===== src/hdl/sys_remap_defs.svh =====
// Offsets, field positions, reset values and encodings for the remap and soft reset bank.
// Assumes an APB master on the system clock that decodes full 32-bit byte addresses.
`ifndef SYS_REMAP_DEFS_SVH
`define SYS_REMAP_DEFS_SVH

`define VEC_SRC_SEL_ADDR 32'h4004_8000
`define PERIPH_RST_ADDR 32'h4004_8004

`define MAP_WIDTH 2
`define MAP_BOOT_ROM 2'h0
`define MAP_SRAM 2'h1
`define MAP_FLASH 2'h2
`define MAP_RESERVED 2'h3
`define MAP_RESET_VAL 2'h2

`define PRST_WIDTH 13
`define PRST_RESET_VAL 13'h1FFF
`define PRST_FIRST_SERIAL 0
`define PRST_SECOND_SERIAL 1
`define PRST_BAUD_FRACTION 2
`define PRST_FIRST_ASYNC 3
`define PRST_SECOND_ASYNC 4
`define PRST_THIRD_ASYNC 5
`define PRST_I2C 6
`define PRST_MULTI_RATE 7
`define PRST_STATE_TIMER 8
`define PRST_WAKEUP 9
`define PRST_GPIO 10
`define PRST_FLASH 11
`define PRST_COMPARATOR 12

`define VEC_REGION_BASE 32'h0000_0000
`define VEC_REGION_TOP 32'h0000_0200

`endif


===== src/hdl/sys_remap_pkg.sv =====
// Types shared by the remap and soft reset bank.
// Assumes the memory decoder understands the source encoding below.
package sys_remap_pkg;
  typedef enum logic [1:0] {src_boot_rom, src_sram, src_flash} mem_src_t;
endpackage : sys_remap_pkg


===== src/hdl/sys_remap_and_periph_reset.sv =====
// APB register bank: vector region source select and peripheral soft reset control.
// Assumes APB master on the same clock; decoder presents the fetch address each cycle.
//
// Local design decision: the APB register port.
`include "sys_remap_defs.svh"

module sys_remap_and_periph_reset (
  // Clock and reset
  input wire logic clock,
  input wire logic sys_rst,
  // APB slave
  input wire logic psel,
  input wire logic penable,
  input wire logic pwrite,
  input wire logic [31:0] paddr,
  input wire logic [31:0] pwdata,
  input wire logic [3:0] pstrb,
  output logic [31:0] prdata,
  output logic pready,
  output logic pslverr,
  // Memory decoder
  input wire logic [31:0] mem_addr,
  output sys_remap_pkg::mem_src_t mem_src,
  output logic vec_redirect,
  output logic [1:0] vector_region_source_select,
  // Peripheral resets
  output logic first_serial_periph_reset_n,
  output logic second_serial_periph_reset_n,
  output logic baud_fraction_gen_reset_n,
  output logic first_async_port_reset_n,
  output logic second_async_port_reset_n,
  output logic third_async_port_reset_n,
  output logic i2c_reset_n,
  output logic multi_rate_timer_reset_n,
  output logic state_timer_reset_n,
  output logic wakeup_timer_reset_n,
  output logic gpio_reset_n,
  output logic flash_ctrl_reset_n,
  output logic comparator_reset_n
);

  logic [1:0] map_q;
  logic [12:0] prst_q;
  logic [31:0] rdata_q;
  logic setup;
  logic access;
  logic hit_map;
  logic hit_prst;
  logic wr_map;
  logic wr_prst;
  logic in_region;
  logic rd_setup;
  logic [31:0] rdata_d;
  logic [12:0] prst_lane_en;
  localparam logic [12:0] prst_reset_val = `PRST_RESET_VAL;

  // Full 32-bit match, so the bank does not alias across the page
  function automatic logic addr_is(input logic [31:0] addr, input logic [31:0] reg_addr);
    addr_is = (addr == reg_addr);
  endfunction : addr_is

  // Zero wait states: every access finishes in its first access cycle
  assign pready = 1'b1;
  assign setup = psel && !penable;
  assign access = psel && penable;
  assign hit_map = addr_is(paddr, `VEC_SRC_SEL_ADDR);
  assign hit_prst = addr_is(paddr, `PERIPH_RST_ADDR);
  assign pslverr = access && !hit_map && !hit_prst;
  assign wr_map = access && pwrite && hit_map && pstrb[0];
  assign wr_prst = access && pwrite && hit_prst;

  // Code 0x3 is dropped so the decoder never sees an undefined source
  always_ff @(posedge clock or posedge sys_rst)
  begin
    if (sys_rst)
      map_q <= `MAP_RESET_VAL;
    else if (wr_map && (pwdata[1:0] != `MAP_RESERVED))
      map_q <= pwdata[1:0];
  end

  // Byte lanes: bits 7:0 on lane 0, bits 12:8 on lane 1
  for (genvar g = 0; g < `PRST_WIDTH; g++)
  begin : g_prst_bit
    assign prst_lane_en[g] = wr_prst && pstrb[g / 8];
    always_ff @(posedge clock or posedge sys_rst)
    begin
      if (sys_rst)
        prst_q[g] <= prst_reset_val[g];
      else if (prst_lane_en[g])
        prst_q[g] <= pwdata[g];
    end
  end

  // Read data captured in the setup cycle so prdata comes from a flop
  assign rd_setup = setup && !pwrite;

  always_comb
  begin
    rdata_d = 32'h0000_0000;
    if (addr_is(paddr, `VEC_SRC_SEL_ADDR))
      rdata_d = {30'h0000_0000, map_q};
    else if (addr_is(paddr, `PERIPH_RST_ADDR))
      rdata_d = {19'h0_0000, prst_q};
  end

  always_ff @(posedge clock or posedge sys_rst)
  begin
    if (sys_rst)
      rdata_q <= 32'h0000_0000;
    else if (rd_setup)
      rdata_q <= rdata_d;
  end
  assign prdata = rdata_q;

  // Region decode; everything at or above the top always goes to flash
  assign in_region = (mem_addr < `VEC_REGION_TOP);
  assign vec_redirect = in_region && (map_q != `MAP_FLASH);
  assign vector_region_source_select = map_q;

  always_comb
  begin
    mem_src = sys_remap_pkg::src_flash;
    if (in_region)
    begin
      case (map_q)
        `MAP_BOOT_ROM: mem_src = sys_remap_pkg::src_boot_rom;
        `MAP_SRAM: mem_src = sys_remap_pkg::src_sram;
        `MAP_FLASH: mem_src = sys_remap_pkg::src_flash;
        default: mem_src = sys_remap_pkg::src_flash;
      endcase
    end
  end

  // Soft resets straight from the register flops, so no glitches reach peripherals
  assign first_serial_periph_reset_n = prst_q[`PRST_FIRST_SERIAL];
  assign second_serial_periph_reset_n = prst_q[`PRST_SECOND_SERIAL];
  assign baud_fraction_gen_reset_n = prst_q[`PRST_BAUD_FRACTION];
  assign first_async_port_reset_n = prst_q[`PRST_FIRST_ASYNC];
  assign second_async_port_reset_n = prst_q[`PRST_SECOND_ASYNC];
  assign third_async_port_reset_n = prst_q[`PRST_THIRD_ASYNC];
  assign i2c_reset_n = prst_q[`PRST_I2C];
  assign multi_rate_timer_reset_n = prst_q[`PRST_MULTI_RATE];
  assign state_timer_reset_n = prst_q[`PRST_STATE_TIMER];
  assign wakeup_timer_reset_n = prst_q[`PRST_WAKEUP];
  assign gpio_reset_n = prst_q[`PRST_GPIO];
  assign flash_ctrl_reset_n = prst_q[`PRST_FLASH];
  assign comparator_reset_n = prst_q[`PRST_COMPARATOR];

  // Every bit follows its own lane and nothing else
  for (genvar b = 0; b < `PRST_WIDTH; b++)
  begin : g_prst_check

  end
endmodule : sys_remap_and_periph_reset


===== config.mk =====
export PLATFORM = sky130hd
export DESIGN_NAME = sys_remap_and_periph_reset
export DESIGN_NICKNAME = d
export VERILOG_FILES = /design/src/hdl/sys_remap_pkg.sv /design/src/hdl/sys_remap_and_periph_reset.sv
export VERILOG_INCLUDE_DIRS = /design/src /design/src/hdl
export SDC_FILE = /design/constraint.sdc
export NUM_CORES = 1
export LEC_CHECK = 0
export BUFFER_PORTS_ARGS = -buffer_cell sky130_fd_sc_hd__buf_2
export CORE_UTILIZATION = 36
export DETAILED_ROUTE_END_ITERATION = 6
export PLACE_DENSITY = 0.91
export SLEW_MARGIN = 20
export SYNTH_ARGS = -nofsm -noshare
export SYNTH_HDL_FRONTEND = slang
export SYNTH_SLANG_ARGS = --single-unit

===== constraint.sdc =====
create_clock -name clock -period 3.85 [get_ports clock]
set_input_delay 1.155 -clock clock [delete_from_list [all_inputs] [get_ports clock]]
set_output_delay 1.155 -clock clock [all_outputs]
set_load 0.1 [all_outputs]

## After elaboration in Yosys (flattened, before gate mapping)

Index checks and enable logic that the tools add are counted.

| operators by class | value |
|---|---|
| reduce and logical (&&, ||, !) cells | 18 |
| eq/ne operators | 5 |
| mux-type cells | 4 |
| $lt $le $gt $ge | 1 |

Operators with widths:

| operator | count |
|---|---|
| 32-bit by 31-bit equality test with 1-bit output, second input constant | 2 |
| 32-bit by 10-bit < comparator with 1-bit output, second input constant | 1 |
| 13-bit two-way mux | 2 |
| 1-bit logical AND | 13 |
| 1-bit logical NOT | 4 |
| 2-bit inequality test, second input constant | 2 |
| 2-bit one-hot mux with 2 select lines | 1 |
| 2-bit by 1-bit equality test with 1-bit output, second input constant | 1 |
| 2-bit logical NOT | 1 |
| 2-bit two-way mux | 1 |

| word-level totals | value |
|---|---|
| bits of input ports | 105 |
| logic and storage cells | 43 |
| register bits | 47 |

## Logic depth before layout (Yosys ltp)

Gate-level depths: netlist (run 1).

| depth | value |
|---|---|
| depth after elaboration | 5 |
| mapped depth | 6 |
| mapped depth without buffers | 4 |

## Least setup slack after synthesis (run 1)

OpenSTA, ideal clock, no wires.

| path | value |
|---|---|
| kind | in2out |
| from | in mem_addr[14] |
| to | out mem_src[0] |
| slack | -1,037 ps |
| arrival time | 3,732 ps |
| data required time | 2,695 ps |
| stages | 4 |
| path through | nor4_1 > nand4_1 > or3_1 > nor2_1 |

| between the ends | value |
|---|---|
| cells in the longest elaborated chain, start to end | 2 |

Ends and longest elaborated chain:

| element | RTL line | source |
|---|---|---|
| start, declared | sys_remap_and_periph_reset.sv:22 | `input wire logic [31:0] mem_addr,` |
| 32-bit by 10-bit < comparator with 1-bit output (no source line) | -- |  |
| 2-bit two-way mux | sys_remap_and_periph_reset.sv:123 | `if (in_region)` |
| end, declared | sys_remap_and_periph_reset.sv:23 | `output sys_remap_pkg::mem_src_t mem_src,` |

Every way passes these cells.

## Final worst setup path (run 1)

Ends and elaborated chain as after synthesis.

==> metrics.yaml, run 1 <==
status: "completed"
clock_path_buffers: 2
drv_slew: 0
routed_wl_mm: 4.040
syn_area_mm2: 0.001560
multi_input_area_um2: 744.5
antenna_cells: 0
yosysSeqAreaShare_pct: 46.03
grt_max_degree: 29
synth_area_leaders: "dfstp_2, dfrtp_1, buf_4, mux2_2, nand2_1"
io_pins: 157
ys_ff_latch: 28
synth_top_area_share_pct: 23.58
wire_per_inst_um: 13.33
ff_latch_area_um2: 718.2
nets: 359
ctsResizeCount: 0
dp_hpwl_mm: 3.457
post_cts_buffers: 0
fill_cells: 380
largest_reg_flops: 13
grt_pass1_wl_mm: 6.216
irDropWorstVdd_uv: 164.7
cts_root_buffer: "clkbuf_8"
fin_util_pct: 53.21
r2r_setup_slack_ps: 2920
crit_type: "in2out"
die_w_um: 67.84
synth_edf_count: 0
path_max_fanout: 2
p_leak_nw: 1.116
max_clock_freq_ghz: 0.2720
cts.sinks: 28
vias_per_cell: 4.700
synth_top_flop_cell: "dfstp_2"
max-slew-margin-rel_pct: 35.34
grt_pass1_vias: 1434
track_usage_pct: 18.05
r2r-start: "vector_region_source_select[1]"
required_ps: 2690
r2r_end: "prdata[1]"
cts_tree: "done"
crit_path_start_kind: "primary input"
clk_pin_slew_ps: 90
cp-startpoint: "mem_addr[14]"
firstDrtPassIters: 4
routabilityCongestion: 0.8746
power_density_mw_per_mm2: 284.6
end_kind: "primary output"
ant_nets: 0
final_cell_mix: "buf_2, nand2_1, conb_1"
yosysWarnings: 0
cts_buffers: 3
fp.coreArea_mm2: 0.004086
total_power_w: 0.0006189
worstHoldPathType: "reg2reg"
row_count: 23
max_cap_violations: 0
layout-drive-gt1-share_pct: 58.89
drc: 0
via_count: 1424
h-tree-depth: 1
synthDistinctLibCells: 27
tightest_slew_ps: 963.9
initial_core_util_pct: 38.18
die_area_mm2: 0.004602
r2r_cells: 2
rsz0062_at_grt: "false"
die_h_um: 67.84
finalCritPeriodShare_pct: 95.50
grt_overflow_total: 0
async_reset_ff_share_pct: 100.0
io_buffers: 106
min_period_ps: 3677
drt_iter0_markers: 39
yosys.area.top_type: "dfstp_2"
syn_inst: 147
clk_latency_ps: 270
setup-violations-final: 0
holdBufCountCts: 0
arrival_ps: 2520
skew_ps: 2.445
antenna_found_initial: 0
syn_to_final_growth_pct: 39.37
cp-endpoint: "mem_src[0]"
hold_violations: 0
avgSynthCellArea_um2: 10.61
layout_commonest_cell: "buf_2"
[cells in the mapped netlist (3+ instances only)]
cell type / n
nor3_1: 5
dfstp_2: 14
o31ai_1: 13
clkbuf_1: 3
nor4_1: 9
mux2_2: 13
nand2_1: 26
or3_1: 3
inv_1: 3
nand4_1: 3
dfrtp_1: 14
buf_4: 20
[worst min-delay path by stage]
stage / from / endpoint / slack, ps / cells past startpoint
4_1_cts: prdata[1] / prdata[1] / 490 / 2
3_5_place_dp: prdata[1] / prdata[1] / 470 / 2
3_3_place_gp: prdata[1] / prdata[1] / 460 / 2
2_1_floorplan: comparator_reset_n / prdata[12] / 730 / 2
5_1_grt: prdata[1] / prdata[1] / 520 / 2
6_report: prdata[1] / prdata[1] / 480 / 2
[metrics by stage]
stage / setup TNS, ps / hold WS (ps) / instances / setup WS, ps / instance area, µm²
2_1_floorplan: -13.03 / 729.7 / 165 / -13.03 / 1652
3_3_place_gp: 0 / 456.9 / 299 / 229.5 / 2120
3_5_place_dp: 0 / 465.3 / 299 / 165.8 / 2120
4_1_cts: 0 / 486.6 / 303 / 164.5 / 2175
5_1_grt: 0 / 524.9 / 303 / 42.76 / 2175
6_report: 0 / 477.5 / 303 / 173.1 / 2175
[logic make-up (layout without fill, tap and decap cells)]
logic type | after synthesis | count (layout) | share of synthesized area (%)
other cells | 2 | 20 | 0.4813
mux | 15 | 15 | 10.67
simple gates | 59 | 59 | 23.34
flops | 28 | 28 | 46.03
buf+inv | 28 | 116 | 12.11
compound gates | 15 | 15 | 7.378
[power breakdown]
part / internal, W / leakage (nW) / total (W) / switching (W)
logic: 0.0000311 / 0.747 / 0.000148 / 0.000116
registers: 0.000295 / 0.340 / 0.000295 / 0.000000000000169
clock network: 0.0000913 / 0.0288 / 0.000177 / 0.0000853
[critical path, stage by stage]
cell,delay (ps)
buf_2,100
nor4_1,280
nand4_1,240
or3_4,440
nor2_4,130
buf_12,180
[area by class of cell]
cell class | instances | area share [%]
clock buffers | 4 | 2.532
multi-input cells | 109 | 34.23
well taps | 50 | 2.877
repair buffers | 109 | 26.81
inverters | 3 | 0.5178
flip-flops and latches | 28 | 33.03
[metal layers]
metal | GRT usage, % | vias to the layer above | part of all wire, %
li1 | - | 701 | -
met1 | 22.04 | 647 | 41
met2 | 29.33 | 68 | 49
met3 | 4.500 | 8 | 7.7
met4 | 9.375 | 0 | 1.8
met5 | 0 | - | 0
(Power assumes the default switching activity.)
==> inputs of run 2 (changes only) <==
Clock period 3.85 ns to 3.6 ns, I/O delays scaled along.
==> run 2 against run 1 <==
Non-clock buffer count up 1; first-iteration DRC count up 69%; combinational power up 9%; wire length up 7.5%; final area up 1.8%; cell count up 0.33%; critical path type unchanged; global-route usage up 0.99 points; via count up 3.5%; critical path depth unchanged.
==> metrics.yaml, run 2 (synthesized netlist as in run 1, its figures left out) <==
status: "completed"
fin_util_pct: 54.19  # +0.98 points
firstDrtPassIters: 4  # unchanged
ff_latch_area_um2: 718.2  # unchanged
crit_chain: "buf_2 > nor4_1 > nand4_2 > or2_1 > and3_2 > buf_4"
antenna_cells: 0  # unchanged
worstPathBufferInverterCount: 2  # unchanged
routed_wl_mm: 4.342  # +7.5%
drv_slew: 0  # unchanged
layout-drive-gt1-share_pct: 60.63  # +1.7 points
grt_pass1_wl_mm: 6.617  # +6.5%
hold_violations: 0  # unchanged
crit_path_top_delay_cell: "nor4_1"
io_pins: 157  # unchanged
grt_overflow_total: 0  # unchanged
clk_latency_ps: 270  # about the same
min_period_ps: 3492
r2r-start: "vector_region_source_select[1]"
p_leak_nw: 1.131  # +1.3%
setup-violations-final: 0  # unchanged
arrival_ps: 2410  # -110 ps
switching_power_w: 0.0002206  # +9.3%
die_area_mm2: 0.004602  # unchanged
drt_iter0_markers: 66  # +69%
fp.coreArea_mm2: 0.004086  # unchanged
largest_reg_flops: 13  # unchanged
drc: 0  # unchanged
required_ps: 2520  # -170 ps
crit_path_start_kind: "primary input"
hold_ws_ps: 479.8  # +2.362 ps
max_cap_violations: 0  # unchanged
pre_cts_ws_ps: 25.02  # -140.8 ps
whs_path_depth: 2  # unchanged
vias_per_cell: 4.849  # +3.2%
ctsResizeCount: 0  # unchanged
die_h_um: 67.84  # unchanged
worstHoldPathType: "reg2reg"
path_max_fanout: 2  # unchanged
die_w_um: 67.84  # unchanged
clock_path_buffers: 2  # unchanged
initial_core_util_pct: 38.18  # unchanged
dp_hpwl_mm: 3.584  # +3.7%
r2r_setup_slack_ps: 2660  # -260 ps
hp-start: "prdata[0]"
routabilityCongestion: 0.8597  # -1.7%
swShare_pct: 30.69  # -1.9 points
finalCritPeriodShare_pct: 97.01
skew_ps: 2.210  # -0.2356 ps
grtUsageMet3_pct: 3.333  # -1.2 points
ant_nets: 0  # unchanged
cts_buffers: 3  # unchanged
multi_input_area_um2: 758.2  # +1.8%
total_power_w: 0.0007186  # +16%
max_clock_freq_ghz: 0.2863
p_comb_share_pct: 22.5  # -1.3 points
setup_slack_ps: 107.7  # -65.35 ps
cts_tree: "done"
tightest_slew_ps: 598.3  # -365.6 ps
grt_util_met2_pct: 31.44  # +2.1 points
final_cell_mix: "buf_2, nand2_1, conb_1"
nets: 360  # +0.28%
antenna_found_initial: 0  # unchanged
row_count: 23  # unchanged
cts_root_buffer: "clkbuf_8"
share_seq_of_total_power_pct: 43.9  # -3.7 points
end_kind: "primary output"
post_cts_buffers: 0  # unchanged
max-slew-margin-rel_pct: 59.81  # +24 points
crit_type: "in2out"
clkPwrFrac_pct: 33.7  # +5.2 points
fill_cells: 351  # -7.6%
irDropWorstVdd_uv: 150.6  # -8.6%
slowest_delay_ps: 340  # -100 ps
via_count: 1474  # +3.5%
layout_commonest_cell: "buf_2"
r2r_cells: 2  # unchanged
busiest_layer: "met2"
h-tree-depth: 1  # unchanged
r2r_end: "prdata[1]"
clk_pin_slew_ps: 90  # about the same
power_density_mw_per_mm2: 324.5  # +14%
grt_use_met1_pct: 24.37  # +2.3 points
p_int_w: 0.0004981  # +19%
holdBufCountCts: 0  # unchanged
syn_to_final_growth_pct: 41.94
critPathTopFamily: "simple AND/OR/NAND/NOR gates"
cts.sinks: 28  # unchanged
hold_end: "prdata[0]"
rsz0062_at_grt: "false"
grt_max_degree: 29  # unchanged
wire_per_inst_um: 14.28  # +7.1%
grt_pass1_vias: 1416  # -1.3%
track_usage_pct: 19.04  # +0.99 points
io_buffers: 106  # unchanged
-- run 2: changes by cell type in the layout (fill, tap and decap cells not counted) --
cell	before	now
and3_1	1	0
and3_2	0	1
buf_2	104	103
buf_4	3	5
bufinv_16	0	1
clkbuf_8	4	3
clkinv_1	1	0
inv_2	0	1
nor4_1	9	7
nor4_2	0	2
-- run 2: worst min-delay path: cells and delay by family, from the launching register on --
family / cells / cell delay, ps
flops: 1 / 350
simple gates: 1 / 50
compound gates: 1 / 50
-- run 2: power groups by stage --
stage	sequential (W)	combinational, W	clock (W)
2_1_floorplan	0.000321	0.000128	0
3_3_place_gp	0.000321	0.000156	0
3_5_place_dp	0.000321	0.000159	0
4_1_cts	0.000315	0.000159	0.000248
5_1_grt	0.000315	0.000169	0.000261
6_report	0.000315	0.000161	0.000242
-- run 2: area by class of cell --
cell class	count	share of cell area, %
Tap cell	50	2.825
Sequential cell	28	32.43
Inverter	3	0.5085
Clock inverter	1	1.356
Clock buffer	3	1.864
Timing Repair Buffer	110	26.78
Multi-Input combinational cell	109	34.24
-- run 2: worst max path at each step --
stage / end / depth (start not counted) / slack, ps / startpoint
after floorplan: mem_src[0] / 4 / -110 / mem_addr[14]
after CTS: pslverr / 6 / 3 / paddr[7]
after global placement: pslverr / 6 / 80 / paddr[25]
after global routing: pslverr / 6 / 20 / paddr[7]
after detailed placement: pslverr / 6 / 30 / paddr[7]
final: pslverr / 6 / 110 / paddr[8]
-- run 2: per-stage QoR --
stage / cell area [µm²] / TNS, ps / std cells
6_report: 2215 / 0 / 304
5_1_grt: 2215 / 0 / 304
4_1_cts: 2200 / 0 / 304
3_5_place_dp: 2128 / 0 / 300
3_3_place_gp: 2128 / 0 / 300
2_1_floorplan: 1653 / -113.0 / 165
-- run 2: per-layer routing --
layer,up-vias,wire (µm)
li1,704,-
met1,694,1723
met2,70,2251
met3,6,294
met4,0,73
met5,-,0
